## config.mk

```make
export PLATFORM = sky130hd
export DESIGN_NAME = lct_core
export DESIGN_NICKNAME = d
export VERILOG_FILES = /design/src/hdl/lct_pkg.sv /design/src/hdl/lct_fifo.sv /design/src/hdl/lct_core.sv
export VERILOG_INCLUDE_DIRS = /design/src /design/src/hdl
export SDC_FILE = /design/constraint.sdc
export NUM_CORES = 1
export LEC_CHECK = 0
export BUFFER_PORTS_ARGS = -buffer_cell sky130_fd_sc_hd__buf_2
export CORE_MARGIN = 1.5
export CORE_UTILIZATION = 49
export DETAILED_ROUTE_END_ITERATION = 8
export GPL_TIMING_DRIVEN = 0
export PLACE_DENSITY = 0.64
export SLEW_MARGIN = 10
export SYNTH_ARGS = -nofsm -noshare
export SYNTH_HDL_FRONTEND = slang
export SYNTH_SLANG_ARGS = --single-unit
```

## constraint.sdc

```tcl
create_clock -name clock -period 32.2 [get_ports clock]
set_input_delay 6.44 -clock clock [delete_from_list [all_inputs] [get_ports clock]]
set_output_delay 6.44 -clock clock [all_outputs]
set_load 0.005 [all_outputs]
```

## src/hdl/lct_consts.svh

```systemverilog
// constants for the logic capture, trigger and delay core
`ifndef LCT_CONSTS_SVH
`define LCT_CONSTS_SVH
`define LCT_DEPTH 256
`define LCT_CH 4
`define LCT_CNT_W 8
`define LCT_POST_1_8 8'hE0
`define LCT_POST_1_2 8'h80
`define LCT_POST_7_8 8'h20
`define LCT_CLK_HZ 100000000
`define LCT_INT_MIN_HZ 2000
`define LCT_INT_MAX_HZ 10000000
`define LCT_INT_DIV_MAX (`LCT_CLK_HZ / `LCT_INT_MIN_HZ)
`define LCT_INT_DIV_MIN (`LCT_CLK_HZ / `LCT_INT_MAX_HZ)
`define LCT_DIV_W 16
`define LCT_SYNC_LEN 8'h04
`define LCT_FIFO_DEPTH 4
`endif

```

## src/hdl/lct_pkg.sv

```systemverilog
// types for the logic capture, trigger and delay core
package lct_pkg;
   typedef enum logic [1:0] {
      LCT_DLY_1_8,
      LCT_DLY_1_2,
      LCT_DLY_7_8
   } lct_delay_t;
   typedef enum logic [1:0] {
      LCT_TB_INT,
      LCT_TB_DUAL,
      LCT_TB_EXT
   } lct_tbase_t;
   typedef enum logic [1:0] {
      LCT_PM_DC,
      LCT_PM_HIGH,
      LCT_PM_LOW
   } lct_pmatch_t;
   typedef enum logic [2:0] {
      LCT_ST_IDLE,
      LCT_ST_ARMED,
      LCT_ST_POST,
      LCT_ST_DISPLAY,
      LCT_ST_READOUT
   } lct_state_t;
endpackage

```

## src/hdl/lct_fifo.sv

```systemverilog
// small valid/ready fifo carrying readout words
module lct_fifo #(
   parameter int WIDTH = 4,
   parameter int DEPTH = 4
) (
   input wire logic clock, // system clock
   input wire logic rst, // synchronous reset, high
   input wire logic in_valid, // write request
   output logic in_ready, // room for a word
   input wire logic [WIDTH-1:0] in_data, // word in
   output logic out_valid, // word available
   input wire logic out_ready, // consumer takes word
   output logic [WIDTH-1:0] out_data // head word
);
   localparam int AW = (DEPTH > 1) ? $clog2(DEPTH) : 1;
   logic [WIDTH-1:0] mem [DEPTH];
   logic [AW-1:0] wp_q;
   logic [AW-1:0] rp_q;
   logic [AW:0] cnt_q;
   logic push;
   logic pop;

   function automatic logic [AW-1:0] bump(input logic [AW-1:0] p);
      return (p == AW'(DEPTH - 1)) ? '0 : p + 1'b1;
   endfunction

   assign in_ready = (cnt_q != (AW+1)'(DEPTH));
   assign out_valid = (cnt_q != '0);
   assign push = in_valid && in_ready;
   assign pop = out_valid && out_ready;
   assign out_data = mem[rp_q];

   always_ff @(posedge clock) begin
      if (push) begin
         mem[wp_q] <= in_data;
      end
   end

   always_ff @(posedge clock) begin
      if (rst) begin
         wp_q <= '0;
         rp_q <= '0;
         cnt_q <= '0;
      end else begin
         if (push) begin
            wp_q <= bump(wp_q);
         end
         if (pop) begin
            rp_q <= bump(rp_q);
         end
         if (push && !pop) begin
            cnt_q <= cnt_q + 1'b1;
         end else if (pop && !push) begin
            cnt_q <= cnt_q - 1'b1;
         end
      end
   end
endmodule

```

## src/hdl/lct_core.sv

```systemverilog
// capture core: shift memory, trigger, post-trigger delay, display, readout
//
// Behaviour
// - each sample shifts into 256-deep memory
// - store one above threshold, zero below
// - record until trigger, then count down
// - one eighth delay: 224 samples after trigger
// - half delay: 128 samples after trigger
// - seven eighths delay: 32 samples after
// - dual base: internal, then external after trigger
// - internal 2 kHz to 10 MHz; external 14 MHz
// - after stop, recirculate memory for display
// - readout words first to last on request
// - readout word 4 bits with valid flag
// - sync pulse per sweep, optional inversion
// - free run: every sample triggers
// - pattern high/low/dontcare plus external bit
// - external trigger input is active low
`include "lct_consts.svh"
module lct_core #(
   parameter int FIFO_DEPTH = `LCT_FIFO_DEPTH
) (
   input wire logic clock, // 100 MHz system clock
   input wire logic rst, // synchronous reset, high
   input wire logic [3:0] comp_in, // comparator outputs, async
   input wire logic ext_clock_in, // external sample clock pin
   input wire logic ext_trig_n, // external trigger pin, low enables
   input wire logic start, // begin a new recording, pulse
   input wire logic free_run, // every sample is a trigger
   input wire lct_pkg::lct_pmatch_t pmatch [4], // pattern per channel
   input wire logic ext_trig_use, // external bit joins the pattern
   input wire lct_pkg::lct_delay_t post_trigger_count_select, // delay
   input wire lct_pkg::lct_tbase_t tbase, // time base mode
   input wire logic [15:0] int_div, // system clocks per internal sample
   input wire logic readout_mode, // digital output on request; display pauses only during the dump
   input wire logic read_req, // computer requests the dump
   input wire logic sync_invert, // invert sync polarity
   output logic recording, // samples being stored
   output logic triggered, // trigger seen this record
   output logic stopped, // storage halted
   output logic [3:0] disp_data, // recirculating memory output
   output logic sync_out, // sync pulse once per sweep
   output logic [3:0] rd_data, // readout word
   output logic rd_flag, // readout word valid
   input wire logic rd_ack // computer took the word
);
   import lct_pkg::*;

   // ==================================================================
   // input synchronisers
   logic [3:0] din_s1_q;
   logic [3:0] din_s2_q;
   logic [2:0] eck_q;
   logic [1:0] etr_q;

   always_ff @(posedge clock) begin
      if (rst) begin
         din_s1_q <= 4'h0;
         din_s2_q <= 4'h0;
         eck_q <= 3'h0;
         etr_q <= 2'h3;
      end else begin
         din_s1_q <= comp_in;
         din_s2_q <= din_s1_q;
         eck_q <= {eck_q[1:0], ext_clock_in};
         etr_q <= {etr_q[0], ext_trig_n};
      end
   end

   // edge taken from the second and third stages only
   logic ext_tick;
   assign ext_tick = eck_q[1] && !eck_q[2];

   // ==================================================================
   // internal time base divider
   logic [`LCT_DIV_W-1:0] div_q;
   logic [`LCT_DIV_W-1:0] div_lim;
   logic int_tick;

   // clamp the divide ratio to the supported internal range
   always_comb begin
      div_lim = int_div;
      if (int_div < `LCT_DIV_W'(`LCT_INT_DIV_MIN)) begin
         div_lim = `LCT_DIV_W'(`LCT_INT_DIV_MIN);
      end else if (int_div > `LCT_DIV_W'(`LCT_INT_DIV_MAX)) begin
         div_lim = `LCT_DIV_W'(`LCT_INT_DIV_MAX);
      end
   end

   assign int_tick = (div_q == div_lim - 1'b1);

   always_ff @(posedge clock) begin
      if (rst || int_tick) begin
         div_q <= '0;
      end else begin
         div_q <= div_q + 1'b1;
      end
   end

   // ==================================================================
   // control state
   lct_state_t st_q;
   logic [`LCT_CNT_W-1:0] post_q;
   logic sample_tick;
   logic trig_hit;
   logic pat_ok;

   function automatic logic is_rec(input lct_state_t s);
      return (s == LCT_ST_ARMED) || (s == LCT_ST_POST);
   endfunction

   function automatic logic is_stop(input lct_state_t s);
      return (s == LCT_ST_DISPLAY) || (s == LCT_ST_READOUT);
   endfunction

   function automatic logic [`LCT_CNT_W-1:0] post_len(input lct_delay_t d);
      case (d)
         LCT_DLY_1_8: return `LCT_POST_1_8;
         LCT_DLY_1_2: return `LCT_POST_1_2;
         LCT_DLY_7_8: return `LCT_POST_7_8;
         default: return `LCT_POST_1_2;
      endcase
   endfunction

   // dual base switches only once the trigger has been seen
   always_comb begin
      case (tbase)
         LCT_TB_INT: sample_tick = int_tick;
         LCT_TB_EXT: sample_tick = ext_tick;
         LCT_TB_DUAL: sample_tick = (st_q == LCT_ST_POST) ?
            ext_tick : int_tick;
         default: sample_tick = int_tick;
      endcase
   end

   always_comb begin
      pat_ok = 1'b1;
      for (int i = 0; i < `LCT_CH; i++) begin
         case (pmatch[i])
            LCT_PM_HIGH: pat_ok = pat_ok && din_s2_q[i];
            LCT_PM_LOW: pat_ok = pat_ok && !din_s2_q[i];
            default: pat_ok = pat_ok;
         endcase
      end
      if (ext_trig_use && etr_q[1]) begin
         pat_ok = 1'b0;
      end
   end

   // only armed state looks at triggers
   assign trig_hit = (st_q == LCT_ST_ARMED) && sample_tick &&
      (free_run || pat_ok);

   logic rd_done;
   logic rd_pend_q;
   logic [`LCT_CNT_W-1:0] sweep_q;
   logic lap_end;

   // one display sweep is one full lap of the memory; at its end the
   // oldest word is back at the tail, which is where readout must start
   assign lap_end = (sweep_q == `LCT_CNT_W'(`LCT_DEPTH - 1));

   // a read request waits for the lap end, so readout never starts
   // mid-memory and never cuts a sync pulse short
   always_ff @(posedge clock) begin
      if (rst || start || st_q != LCT_ST_DISPLAY) begin
         rd_pend_q <= 1'b0;
      end else if (readout_mode && read_req) begin
         rd_pend_q <= 1'b1;
      end
   end

   always_ff @(posedge clock) begin
      if (rst || start) begin
         post_q <= '0;
      end else if (trig_hit) begin
         post_q <= post_len(post_trigger_count_select);
      end else if (st_q == LCT_ST_POST && sample_tick) begin
         post_q <= post_q - 1'b1;
      end
   end

   always_ff @(posedge clock) begin
      if (rst) begin
         st_q <= LCT_ST_IDLE;
      end else if (start) begin
         st_q <= LCT_ST_ARMED;
      end else begin
         case (st_q)
            LCT_ST_IDLE: st_q <= LCT_ST_IDLE;
            LCT_ST_ARMED: begin
               if (trig_hit) begin
                  st_q <= LCT_ST_POST;
               end
            end
            LCT_ST_POST: begin
               if (sample_tick && post_q == `LCT_CNT_W'(1)) begin
                  st_q <= LCT_ST_DISPLAY;
               end
            end
            LCT_ST_DISPLAY: begin
               if (rd_pend_q && lap_end) begin
                  st_q <= LCT_ST_READOUT;
               end
            end
            LCT_ST_READOUT: begin
               if (rd_done) begin
                  st_q <= LCT_ST_DISPLAY;
               end
            end
            default: st_q <= LCT_ST_IDLE;
         endcase
      end
   end

   // ==================================================================
   // shift-register memory
   logic [3:0] mem_q [`LCT_DEPTH];
   logic storing;
   logic circ;
   logic fifo_ready;
   logic [`LCT_CNT_W-1:0] rd_cnt_q;
   logic rd_push;

   assign storing = is_rec(st_q) && sample_tick;
   // display recirculates every clock; readout steps on fifo room
   assign rd_push = (st_q == LCT_ST_READOUT) && fifo_ready;
   assign circ = (st_q == LCT_ST_DISPLAY) || rd_push;
   assign rd_done = rd_push && (rd_cnt_q == `LCT_CNT_W'(`LCT_DEPTH - 1));

   always_ff @(posedge clock) begin
      if (storing) begin
         mem_q[0] <= din_s2_q;
         for (int i = 1; i < `LCT_DEPTH; i++) begin
            mem_q[i] <= mem_q[i-1];
         end
      end else if (circ) begin
         mem_q[0] <= mem_q[`LCT_DEPTH-1];
         for (int i = 1; i < `LCT_DEPTH; i++) begin
            mem_q[i] <= mem_q[i-1];
         end
      end
   end

   // a full cycle of 256 shifts restores the original order, so the
   // oldest word always sits at the tail when readout begins
   always_ff @(posedge clock) begin
      if (rst || st_q != LCT_ST_READOUT) begin
         rd_cnt_q <= '0;
      end else if (rd_push) begin
         rd_cnt_q <= rd_cnt_q + 1'b1;
      end
   end

   // ==================================================================
   // display output and sweep sync
   logic sync_q;
   logic [3:0] disp_q;

   // sweep position counts display shifts; it wraps once per lap
   always_ff @(posedge clock) begin
      if (rst || st_q != LCT_ST_DISPLAY) begin
         sweep_q <= '0;
      end else begin
         sweep_q <= sweep_q + 1'b1;
      end
   end

   always_ff @(posedge clock) begin
      if (rst || st_q != LCT_ST_DISPLAY) begin
         sync_q <= 1'b0;
      end else begin
         sync_q <= (sweep_q < `LCT_SYNC_LEN);
      end
   end

   always_ff @(posedge clock) begin
      if (rst || st_q != LCT_ST_DISPLAY) begin
         disp_q <= 4'h0;
      end else begin
         disp_q <= mem_q[`LCT_DEPTH-1];
      end
   end

   assign disp_data = disp_q;
   assign sync_out = sync_q ^ sync_invert;

   // ==================================================================
   // readout path; back-pressure from the fifo stalls the memory walk
   logic fifo_valid;
   logic [3:0] fifo_data;

   lct_fifo #(
      .WIDTH(`LCT_CH),
      .DEPTH(FIFO_DEPTH)
   ) i_lct_fifo (
      .clock(clock),
      .rst(rst || start),
      .in_valid(st_q == LCT_ST_READOUT),
      .in_ready(fifo_ready),
      .in_data(mem_q[`LCT_DEPTH-1]),
      .out_valid(fifo_valid),
      .out_ready(rd_ack),
      .out_data(fifo_data)
   );

   assign rd_flag = fifo_valid;
   assign rd_data = fifo_data;

   // ==================================================================
   // status
   logic trig_q;

   always_ff @(posedge clock) begin
      if (rst || start) begin
         trig_q <= 1'b0;
      end else if (trig_hit) begin
         trig_q <= 1'b1;
      end
   end

   assign triggered = trig_q;
   assign recording = is_rec(st_q);
   assign stopped = is_stop(st_q);
endmodule

```

Word-level counts from Yosys, hierarchy flattened
Memory sizes are Yosys's and may differ from the RTL's. A register that Yosys moved wholly into a read port is not among the register bits.
Index checks and enable logic that the tools add are counted.
{"block": "word_totals", "in_bits": 43, "ff_bits": 70, "elab_cells": 650, "mem_count": 2, "mem_bits_rw": 1040, "out_inout_bits": 13}
{"memory": "mem_q", "words": 256, "word_bits": 4, "rd": 256, "rd_clocked_by_memory_dff": 0, "wr": 256, "line": "lct_core.sv:218", "source": "logic [3:0] mem_q [`LCT_DEPTH];"}
{"memory": "i_lct_fifo.mem", "words": 4, "word_bits": 4, "rd": 1, "rd_clocked_by_memory_dff": 1, "wr": 1, "line": "lct_fifo.sv:16", "source": "logic [WIDTH-1:0] mem [DEPTH];"}
{"block": "classes", "n_eq_ne": 32, "n_reduce_logical": 43, "n_lt_le_gt_ge": 3, "n_bitwise": 257, "addsub": 9, "n_mux": 287}
{"operator": "$mux W4", "n": 256}
{"operator": "$or A1 B1 Y1", "n": 256}
{"operator": "$mux W16", "n": 2}
{"operator": "$logic_and A1 B1 Y1", "n": 20}
{"operator": "$mux W3", "n": 6}
{"operator": "$add A16 B1 Y16 const B", "n": 1}
{"operator": "$add A8 B1 Y8 const B", "n": 2}
{"operator": "$eq A16 B16 Y1", "n": 1}
{"operator": "$eq A2 B2 Y1 const B", "n": 8}
{"operator": "$eq A8 B8 Y1 const B", "n": 2}
{"operator": "$gt A16 B16 Y1 const B", "n": 1}
{"operator": "$lt A16 B4 Y1 const B", "n": 1}
{"operator": "$mux W8", "n": 2}
{"operator": "$pmux W8 S2", "n": 1}
{"operator": "$sub A16 B1 Y16 const B", "n": 1}
{"operator": "$ne A3 B3 Y1 const B", "n": 5}
{"operator": "$pmux W3 S4", "n": 1}
{"operator": "$eq A2 B1 Y1 const B", "n": 5}
{"operator": "$mux W1", "n": 10}
{"operator": "$pmux W1 S2", "n": 5}
{"operator": "$logic_or A1 B1 Y1", "n": 9}
{"operator": "$eq A8 B1 Y1 const B", "n": 1}
{"operator": "$lt A8 B3 Y1 const B", "n": 1}
{"operator": "$mux W2", "n": 4}
{"operator": "other kinds (17)", "n": 30}

Logic depth before layout (Yosys ltp)
Gate-level depths: netlist of the first run.
{"block": "logic_depth", "word_depth": 14, "depth_mapped": 18, "mapped_depth_nobuf": 15}

Hierarchy
A second synthesis of the first run with hierarchy kept.
{"block": "unflattened", "hier_cells": 1565, "area_unflattened_um2": 35666.7}
{"module": "lct_core", "cells_each": 1497, "instances": 1, "seq_area_each_um2": 32010.7, "area_per_inst_um2": 34611.9}
{"module": "lct_fifo", "cells_each": 68, "instances": 1, "seq_area_each_um2": 660.6, "area_per_inst_um2": 1054.8}

Worst setup path before layout of the first run
No wires, ideal clock.
{"block": "synth_timing", "path_type": "input to register", "from": "input port int_div[5]", "to": "memory mem_q[0][0] (enable)", "setup_slack_ps": 663, "n_path_buf": 1, "setup_ps": 1402, "arrival_ps": 30136, "required_time_ps": 30798, "stages": 16, "path_cell_list": "buf_2 -> nor3_1 -> nand4_1 -> nor2_1 -> nor2_1 -> nand2_1 -> ha_1 -> or4b_2 -> nor3_1 -> o21ai_0 -> a31o_2 -> a222oi_1 -> and3_1 -> nand3_4 -> a21oi_1 -> a21o_1"}
{"element": "start: declaration", "line": "lct_core.sv:34", "source": "input wire logic [15:0] int_div,"}
{"element": "end: declaration", "line": "lct_core.sv:218"}

Worst setup path after layout of the first run
{"block": "layout_timing", "from": "input port sync_invert", "to": "output port sync_out"}
{"block": "layout_between", "elab_chain_len": 1}
{"element": "start: declaration", "line": "lct_core.sv:37", "source": "input wire logic sync_invert,"}
{"element": "$xor A1 B1 Y1", "line": "lct_core.sv:286", "source": "assign sync_out = sync_q ^ sync_invert;"}
{"element": "end: declaration", "line": "lct_core.sv:42", "source": "output logic sync_out,"}
No other way between the ends.

==> results by group, run 1 <==
Critical path
  • FF-to-FF setup slack: 26.98 ns
  • Maximum fanout along the worst path: 1
  • Worst r2r dst: mem_q[0][581]$_DFFE_PP_
  • Worst Reg2Reg Path Length in Cells: 13
  • CP Cell Sequence: buf_2, xor2_1, buf_2
  • Most used cell, CP: buf_2
  • Type of origin of the critical path: primary input
  • Crit path DAT: 6.81 ns
  • Largest stage delay, worst path: 0.15 ns
  • Worst path slowest cell: xor2_1
  • Worst Path Required: roughly 26 ns
  • Reg2Reg Launch Point: div_q[13]$_SDFF_PP0_
  • Crit. End Element: output port
  • CP Class: primary input to output port

CTS
  • CTS clock-pin slew for the worst setup and hold paths: 0.06 ns
  • Clk_lat worst skew: around 0.64 ns
  • CTS tree: yes
  • Clk sink count: 1,112
  • H-tree depth: 3
  • Hold buffers post-CTS: 0
  • Setup Buffers After CTS: 0
  • Clock root buffer: clkbuf_16
  • Num CTS Buffers: 103
  • CTS resizes: 0
  • Clock tree buffer depth: 3

Synth
  • Number of synthesized flops with an enable pin: roughly 1,000
  • #FFs+latches synth: about 1,100
  • Seq/Total Area, Yosys: 91.53%
  • Mapped Area: 35,700 sq um
  • Fraction of registers with async set/reset: 0%
  • Post-synthesis cell type count: 67
  • Post-Syn Area per Cell: 22.65 sq um
  • Synthesis Warnings: 0
  • Cells after synthesis: 1,576
  • Dominant synthesized flop cell: edfxtp_1
  • Synthesized Nets: approximately 1,600

Routing
  • Wire length on met3: 2248 microns
  • Met1 Wirelength: 24,290 microns
  • Vias: 14,030
  • Aggregate routed wire length: around 47,000 microns
  • DR WL/cell: about 17 microns
  • Drt pass-1 iters: 5
  • Top Metal Used: met5
  • # DRC: 0
  • Starting DRC count in detailed routing: around 1,100
  • Post-DR vias/cell: 5.040
  • Metal2 WL: 18,820 microns
  • Final ANT Viol Nets: 0

STA
  • Final hold slack: 0.4022 ns
  • Setup Skew: 0.01751 ns
  • Rel. slew slack: between 40 and 50%
  • Fin. max-slew vios: 0
  • Final hold violation count: 0
  • RSZ-0062 raised after global routing: no
  • Setup violations, final: 0
  • Tmin final: 13.25 ns
  • Max Fclk: 75.47 MHz
  • Period utilization: 41.15%
  • Slew @ Worst Pin: 0.8800 ns

Die
  • Width of the die: around 270 microns
  • Core area: 71,850 sq um
  • Die footprint: 74,480 sq um
  • Die H: roughly 270 microns
  • Num rows: 98
  • Initial Util: 49.68%
  • IO Count: 56

Outcome
  • Status: complete, no violations

Power
  • Power per cell area: 70.37 nW/um^2
  • Total power: 2.886 mW
  • Pleak: 10.34 nW
  • VDD IR max: ~0.04 mV

Placed design
  • Post-DP HPWL: around 23,000 microns
  • IO Port Bufs: 51
  • Gp weighted congestion: 0.7976
  • Cell Area, Placed: about 38,000 sq um

Finish
  • Fin area: 41,020 sq um
  • Util after Layout: 57.09%
  • Area Overhead vs Synth: 14.92%
  • # diodes: 0
  • Nets: about 1,800
  • Share of layout cells above drive strength 1: 13.69%

Hold path
  • Hold EP: mem_q[0][762]$_DFFE_PP_
  • Hold crit path type: flop to flop
  • Hold path startpoint: mem_q[0][758]$_DFFE_PP_
  • Hold Path Stages: 0

Global route
  • Antenna violations before repair: 1
  • Gr usage total: 12.90%
  • GRT Residual Overflow: 0
  • Vias in the first global route: 13,670
  • Pin count of the biggest net entering global routing: 79
  • First-pass GRT wire length: 76,160 microns

Flow run
  • Total of max-cap violations: 0
-- registers in the layout (all words and copies together), names as in the netlist, named ones only --
signal / flops
din_s1_q: 4
din_s2_q: 4
disp_data: 4
div_q: 16
eck_q: 3
etr_q: 2
i_lct_fifo.cnt_q: 3
i_lct_fifo.mem: 16
i_lct_fifo.rp_q: 2
i_lct_fifo.wp_q: 2
mem_q: 1024
post_q: 8
rd_cnt_q: 8
rd_pend_q: 1
st_q: 3
sweep_q: 8
sync_q: 1
triggered: 1
-- critical path, delay by kind of cell --
family	cells	cell delay, ns
buffers and inverters	2	0.22
xor gates and xnor gates	1	0.15
-- routing by layer --
metal  track usage, %  vias up
met2            16.38      280
met5                0        -
li1                 -     6567
met3            2.785       89
met1            21.40     7093
met4            5.161        2
-- layout by cell type, fill, tap and decap left out, drive strengths merged, types with 5 or more instances in the layout --
master,n
o21a,6
ha,19
a31oi,6
inv,31
nor4,10
nor2,57
and2,14
or3,14
nand2,29
xnor2,22
nand3,16
and3,7
mux2i,8
edfxtp,1040
o21ai,22
or4,8
clkbuf,151
dfxtp,72
nor3,21
clkinv,39
or2,8
buf,69
a211oi,6
bufinv,13
nor2b,13
xor2,24
nand4,9
a21oi,24
o31ai,5
-- Yosys cell counts, types with 3 or more instances --
cell,number,share of area [%]
a21o_1,3,0.063
o21a_1,6,0.13
o22ai_1,3,0.053
and2_1,14,0.25
a32o_1,4,0.11
a221oi_1,3,0.074
nor3b_1,4,0.084
a31o_2,3,0.074
edfxtp_1,1040,87
o31ai_1,5,0.11
mux2_2,4,0.13
xor2_1,24,0.59
nor2b_1,13,0.23
clkbuf_1,18,0.19
nor4_1,9,0.16
inv_1,26,0.27
or4_1,8,0.17
nand2b_1,4,0.070
nand2_1,29,0.30
or3_1,14,0.25
a31oi_1,6,0.11
xnor2_1,22,0.54
buf_2,3,0.042
nand4_1,9,0.16
a211oi_1,6,0.13
and3_1,7,0.12
a21oi_1,24,0.34
nor2_1,57,0.60
or2_2,8,0.14
mux4_2,4,0.25
nor3_1,21,0.29
dfxtp_1,72,4.0
nand3_1,15,0.21
nand3b_1,3,0.063
ha_1,19,0.67
o21ai_0,20,0.28
mux2i_1,8,0.22
-- cell families after synthesis --
group,Yosys count,share of synthesized area (%)
compound gates,106,2.009
buf+inv,47,0.5047
xor+xnor,46,1.129
simple gates,229,3.505
flops,1112,91.53
fa+ha+maj,20,0.7221
mux,16,0.6029
-- power breakdown --
part	internal (mW)	total, mW	leakage [nW]	switching, mW
clock network	0.719	1.22	1.70	0.504
logic	0.0190	0.0693	1.44	0.0503
registers	1.59	1.59	7.20	0.00362
-- per-stage QoR --
step                      std cells  setup TNS, ns  setup slack (ns)
final                          2784              0             18.95
after global routing           2784              0             18.76
after CTS                      2784              0             18.95
after detailed placement       2592              0             18.49
after global placement         2577       -6072.87            -6.002
after floorplan                1576              0            0.6628
-- area by class of cell --
type / count / area [sq um]
clock inverters: 59 / 684.4
clock buffers: 133 / 2784
repair buffers: 66 / 660.6
fillers: 5218 / 30830
multi-input cells: 417 / 2851
plain buffers: 21 / 82.58
flip-flops and latches: 1112 / 32670
well taps: 950 / 1189
inverters: 26 / 97.59
-- worst max path at each step --
stage | startpoint | end | slack (ns) | cells past startpoint
after floorplan | int_div[5] | mem_q[0][0]$_DFFE_PP_ | 0.66 | 16
after global placement | int_div[14] | mem_q[0][581]$_DFFE_PP_ | -6.00 | 16
after CTS | sync_invert | sync_out | 18.95 | 3
after detailed placement | int_div[4] | mem_q[0][585]$_DFFE_PP_ | 18.49 | 21
after global routing | int_div[4] | mem_q[0][585]$_DFFE_PP_ | 18.76 | 21
final | sync_invert | sync_out | 18.95 | 3
Power figures use the tool's default switching activity.
==> run 2: changes to the inputs <==
clock period = 11.6 ns   (was 32.2 ns; I/O delays follow)
==> run 2 against run 1 <==
Cell area decreased by 0.24%. Non-clock buffer count unchanged. Core utilization is 0.14 points lower. First-iteration DRC count increased by 12%. Register-to-register slack got worse by 20 ns. Combinational power increased to 2.8 times the previous value. Sequential cell count stayed put. Worst setup slack worse by 15 ns. Clock power grew to 2.6 times the previous value. Critical path depth grew 17. Count of clock-buffer cells in the layout rose by 3. Largest cell class unchanged.
==> results by group, run 2 (synthesis gave the netlist of run 1 again) <==
Finish
  • Util after Layout: 56.95% (was 57.09%)
  • Max reg flops: 1,024 (unchanged)
  • Fill count: 5,267 (was 5,218)
  • Nets: 1,812 (was 1,810)
  • Area Overhead vs Synth: 14.64% (was 14.92%)
  • Biggest regs: mem_q (1024), div_q (16), i_lct_fifo.mem (16) (unchanged)
  • Largest Register: mem_q (unchanged)
  • Most frequent cells in the layout: edfxtp_1, clkbuf_16, dfxtp_1 (unchanged)
  • Layout Cells excl Fill: 2,788 (was 2,784)
  • Share of layout cells above drive strength 1: 14.21% (was 13.69%)
  • Area of the multi-input gates: 2915 sq um (was 2851 sq um)
  • Leading cell type in the layout, fill and taps excluded: edfxtp_1 (unchanged)
  • Register area: 32,670 sq um (unchanged)

Critical path
  • Most used cell, CP: buf_16 (was buf_2)
  • Cell family with most CP delay: simple AND/OR/NAND/NOR gates (was buffers and inverters)
  • Crit path DAT: 7.93 ns (was 6.81 ns)
  • Worst r2r dst: mem_q[0][468]$_DFFE_PP_ (was mem_q[0][581]$_DFFE_PP_)
  • CP Cell Sequence: buf_2, nor4_4, nand4_1, nor2_2, nor2_1, nand2_1, ha_2, nor4b_4, nand3_1, o21a_1, o21ai_0, xor2_1, and3_1, nand3_4, a21oi_4, a21o_4, buf_16, buf_16, buf_16, buf_16 (was buf_2, xor2_1, buf_2)
  • Worst Reg2Reg Path Length in Cells: 12 (was 13)
  • Worst Path Required: 11.90 ns (was 25.76 ns)
  • Largest stage delay, worst path: 0.54 ns (was 0.15 ns)
  • CP Class: primary input to flop (was primary input to output port)
  • Reg2Reg Launch Point: div_q[13]$_SDFF_PP0_ (unchanged)
  • CP bufs+invs: 5 (was 2)
  • Maximum fanout along the worst path: 76 (was 1)
  • Crit. End Element: flop (was output port)
  • FF-to-FF setup slack: 6.98 ns (was 26.98 ns)
  • Worst path slowest cell: nor4_4 (was xor2_1)
  • Type of origin of the critical path: primary input (unchanged)

STA
  • Setup Skew: 0.01971 ns (was 0.01751 ns)
  • Slew @ Worst Pin: 0.8758 ns (was 0.8800 ns)
  • Final hold violation count: 0 (unchanged)
  • Period utilization: 65.77%
  • Max Fclk: 131.1 MHz
  • Tmin final: 7.629 ns
  • Fin. max-slew vios: 0 (unchanged)
  • RSZ-0062 raised after global routing: no (unchanged)
  • Setup violations, final: 0 (unchanged)
  • Rel. slew slack: 41.16% (was 40.88%)

Placed design
  • Dpl cells: 2,592 (unchanged)
  • IO Port Bufs: 51 (unchanged)
  • Gp weighted congestion: 0.8178 (was 0.7976)
  • Post-DP HPWL: 24,250 microns (was 23,380 microns)

Global route
  • Pin count of the biggest net entering global routing: 78 (was 79)
  • GRT Residual Overflow: 0 (unchanged)
  • Antenna violations before repair: 1 (unchanged)
  • First-pass GRT wire length: 77,470 microns (was 76,160 microns)
  • Gr usage total: 13.17% (was 12.90%)
  • Vias in the first global route: 13,940 (was 13,670)

Routing
  • Drt pass-1 iters: 5 (unchanged)
  • DR WL/cell: 16.77 microns (was 16.71 microns)
  • Aggregate routed wire length: 46,750 microns (was 46,520 microns)
  • # DRC: 0 (unchanged)
  • Final ANT Viol Nets: 0 (unchanged)
  • Starting DRC count in detailed routing: 1,249 (was 1,115)
  • Post-DR vias/cell: 5.058 (was 5.040)
  • Vias: 14,100 (was 14,030)

Hold path
  • Hold EP: mem_q[0][275]$_DFFE_PP_ (was mem_q[0][762]$_DFFE_PP_)
  • Hold Path Stages: 0 (unchanged)
  • Hold crit path type: flop to flop (unchanged)
  • Hold path startpoint: mem_q[0][271]$_DFFE_PP_ (was mem_q[0][758]$_DFFE_PP_)

Power
  • VDD IR max: 0.1133 mV (was 0.04117 mV)
  • Power per cell area: 191.5 nW/um^2 (was 70.37 nW/um^2)
  • Pleak: 10.28 nW (was 10.34 nW)

Flow run
  • Total of max-cap violations: 0 (unchanged)

CTS
  • CTS clock-pin slew for the worst setup and hold paths: 0.06 ns (about the same)
  • H-tree depth: 3 (unchanged)
  • Hold buffers post-CTS: 0 (unchanged)
  • Clock tree buffer depth: 3 (unchanged)
  • Num CTS Buffers: 105 (was 103)
  • CTS resizes: 0 (unchanged)
  • Clk_lat worst skew: 0.64 ns (about the same)
  • CTS tree: yes (unchanged)
  • Clk sink count: 1,112 (unchanged)
  • Clock root buffer: clkbuf_16 (unchanged)
  • Setup Buffers After CTS: 0 (unchanged)

Die
  • Num rows: 98 (unchanged)
  • Initial Util: 49.68% (unchanged)
  • Die footprint: 74,480 sq um (unchanged)
  • Die H: 272.9 microns (unchanged)
  • Width of the die: 272.9 microns (unchanged)
  • Core area: 71,850 sq um (unchanged)
  • IO Count: 56 (unchanged)

Outcome
  • Status: complete, no violations (unchanged)
-- run 2: worst max path at each step --
stage	cells past startpoint	startpoint	end	slack (ns)
global placement	16	int_div[11]	mem_q[0][472]$_DFFE_PP_	-3.33
global route	20	int_div[11]	mem_q[0][384]$_DFFE_PP_	3.41
CTS	20	int_div[11]	mem_q[0][472]$_DFFE_PP_	3.99
finish	20	int_div[11]	mem_q[0][468]$_DFFE_PP_	3.97
floorplan	15	int_div[11]	mem_q[0][0]$_DFFE_PP_	-0.72
detailed placement	20	int_div[11]	mem_q[0][472]$_DFFE_PP_	3.27
-- run 2: area by class of cell --
type | instances | share of cell area, %
clock buffers | 136 | 6.858
diodes | 1 | 0.006115
well taps | 950 | 2.905
plain buffers | 21 | 0.2079
clock inverters | 59 | 1.189
inverters | 26 | 0.2385
repair buffers | 66 | 1.633
flip-flops and latches | 1112 | 79.84
multi-input cells | 417 | 7.124
-- run 2: power breakdown --
| part | leakage [nW] | total [mW] | switching [mW] | internal [mW] |
|---|---|---|---|---|
| clock | 1.62 | 3.21 | 1.37 | 1.84 |
| sequential | 7.20 | 4.43 | 0.0103 | 4.42 |
| combinational | 1.46 | 0.194 | 0.140 | 0.0543 |
| total | 10.3 | 7.83 | 1.52 | 6.31 |
-- run 2: per-layer routing --
| layer | track usage [%] | share of wire [%] |
|---|---|---|
| met2 | 16.97 | 41 |
| met3 | 3.295 | 5.5 |
| met4 | 4.284 | 2.0 |
| met1 | 21.74 | 51 |
| met5 | 0 | 0.017 |
-- run 2: metrics by stage --
| step | cell area, sq um | setup TNS, ns | hold WS, ns | power [mW] | worst slack (ns) |
|---|---|---|---|---|---|
| floorplan | 35770 | -733.79 | 0.3895 | 4.688 | -0.7166 |
| global placement | 37210 | -3356.94 | 0.3942 | 4.752 | -3.327 |
| detailed placement | 37630 | 0 | 0.4045 | 4.708 | 3.269 |
| CTS | 40920 | 0 | 0.3966 | 7.956 | 3.991 |
| global route | 40920 | 0 | 0.3952 | 8.130 | 3.408 |
| finish | 40920 | 0 | 0.4037 | 7.835 | 3.971 |
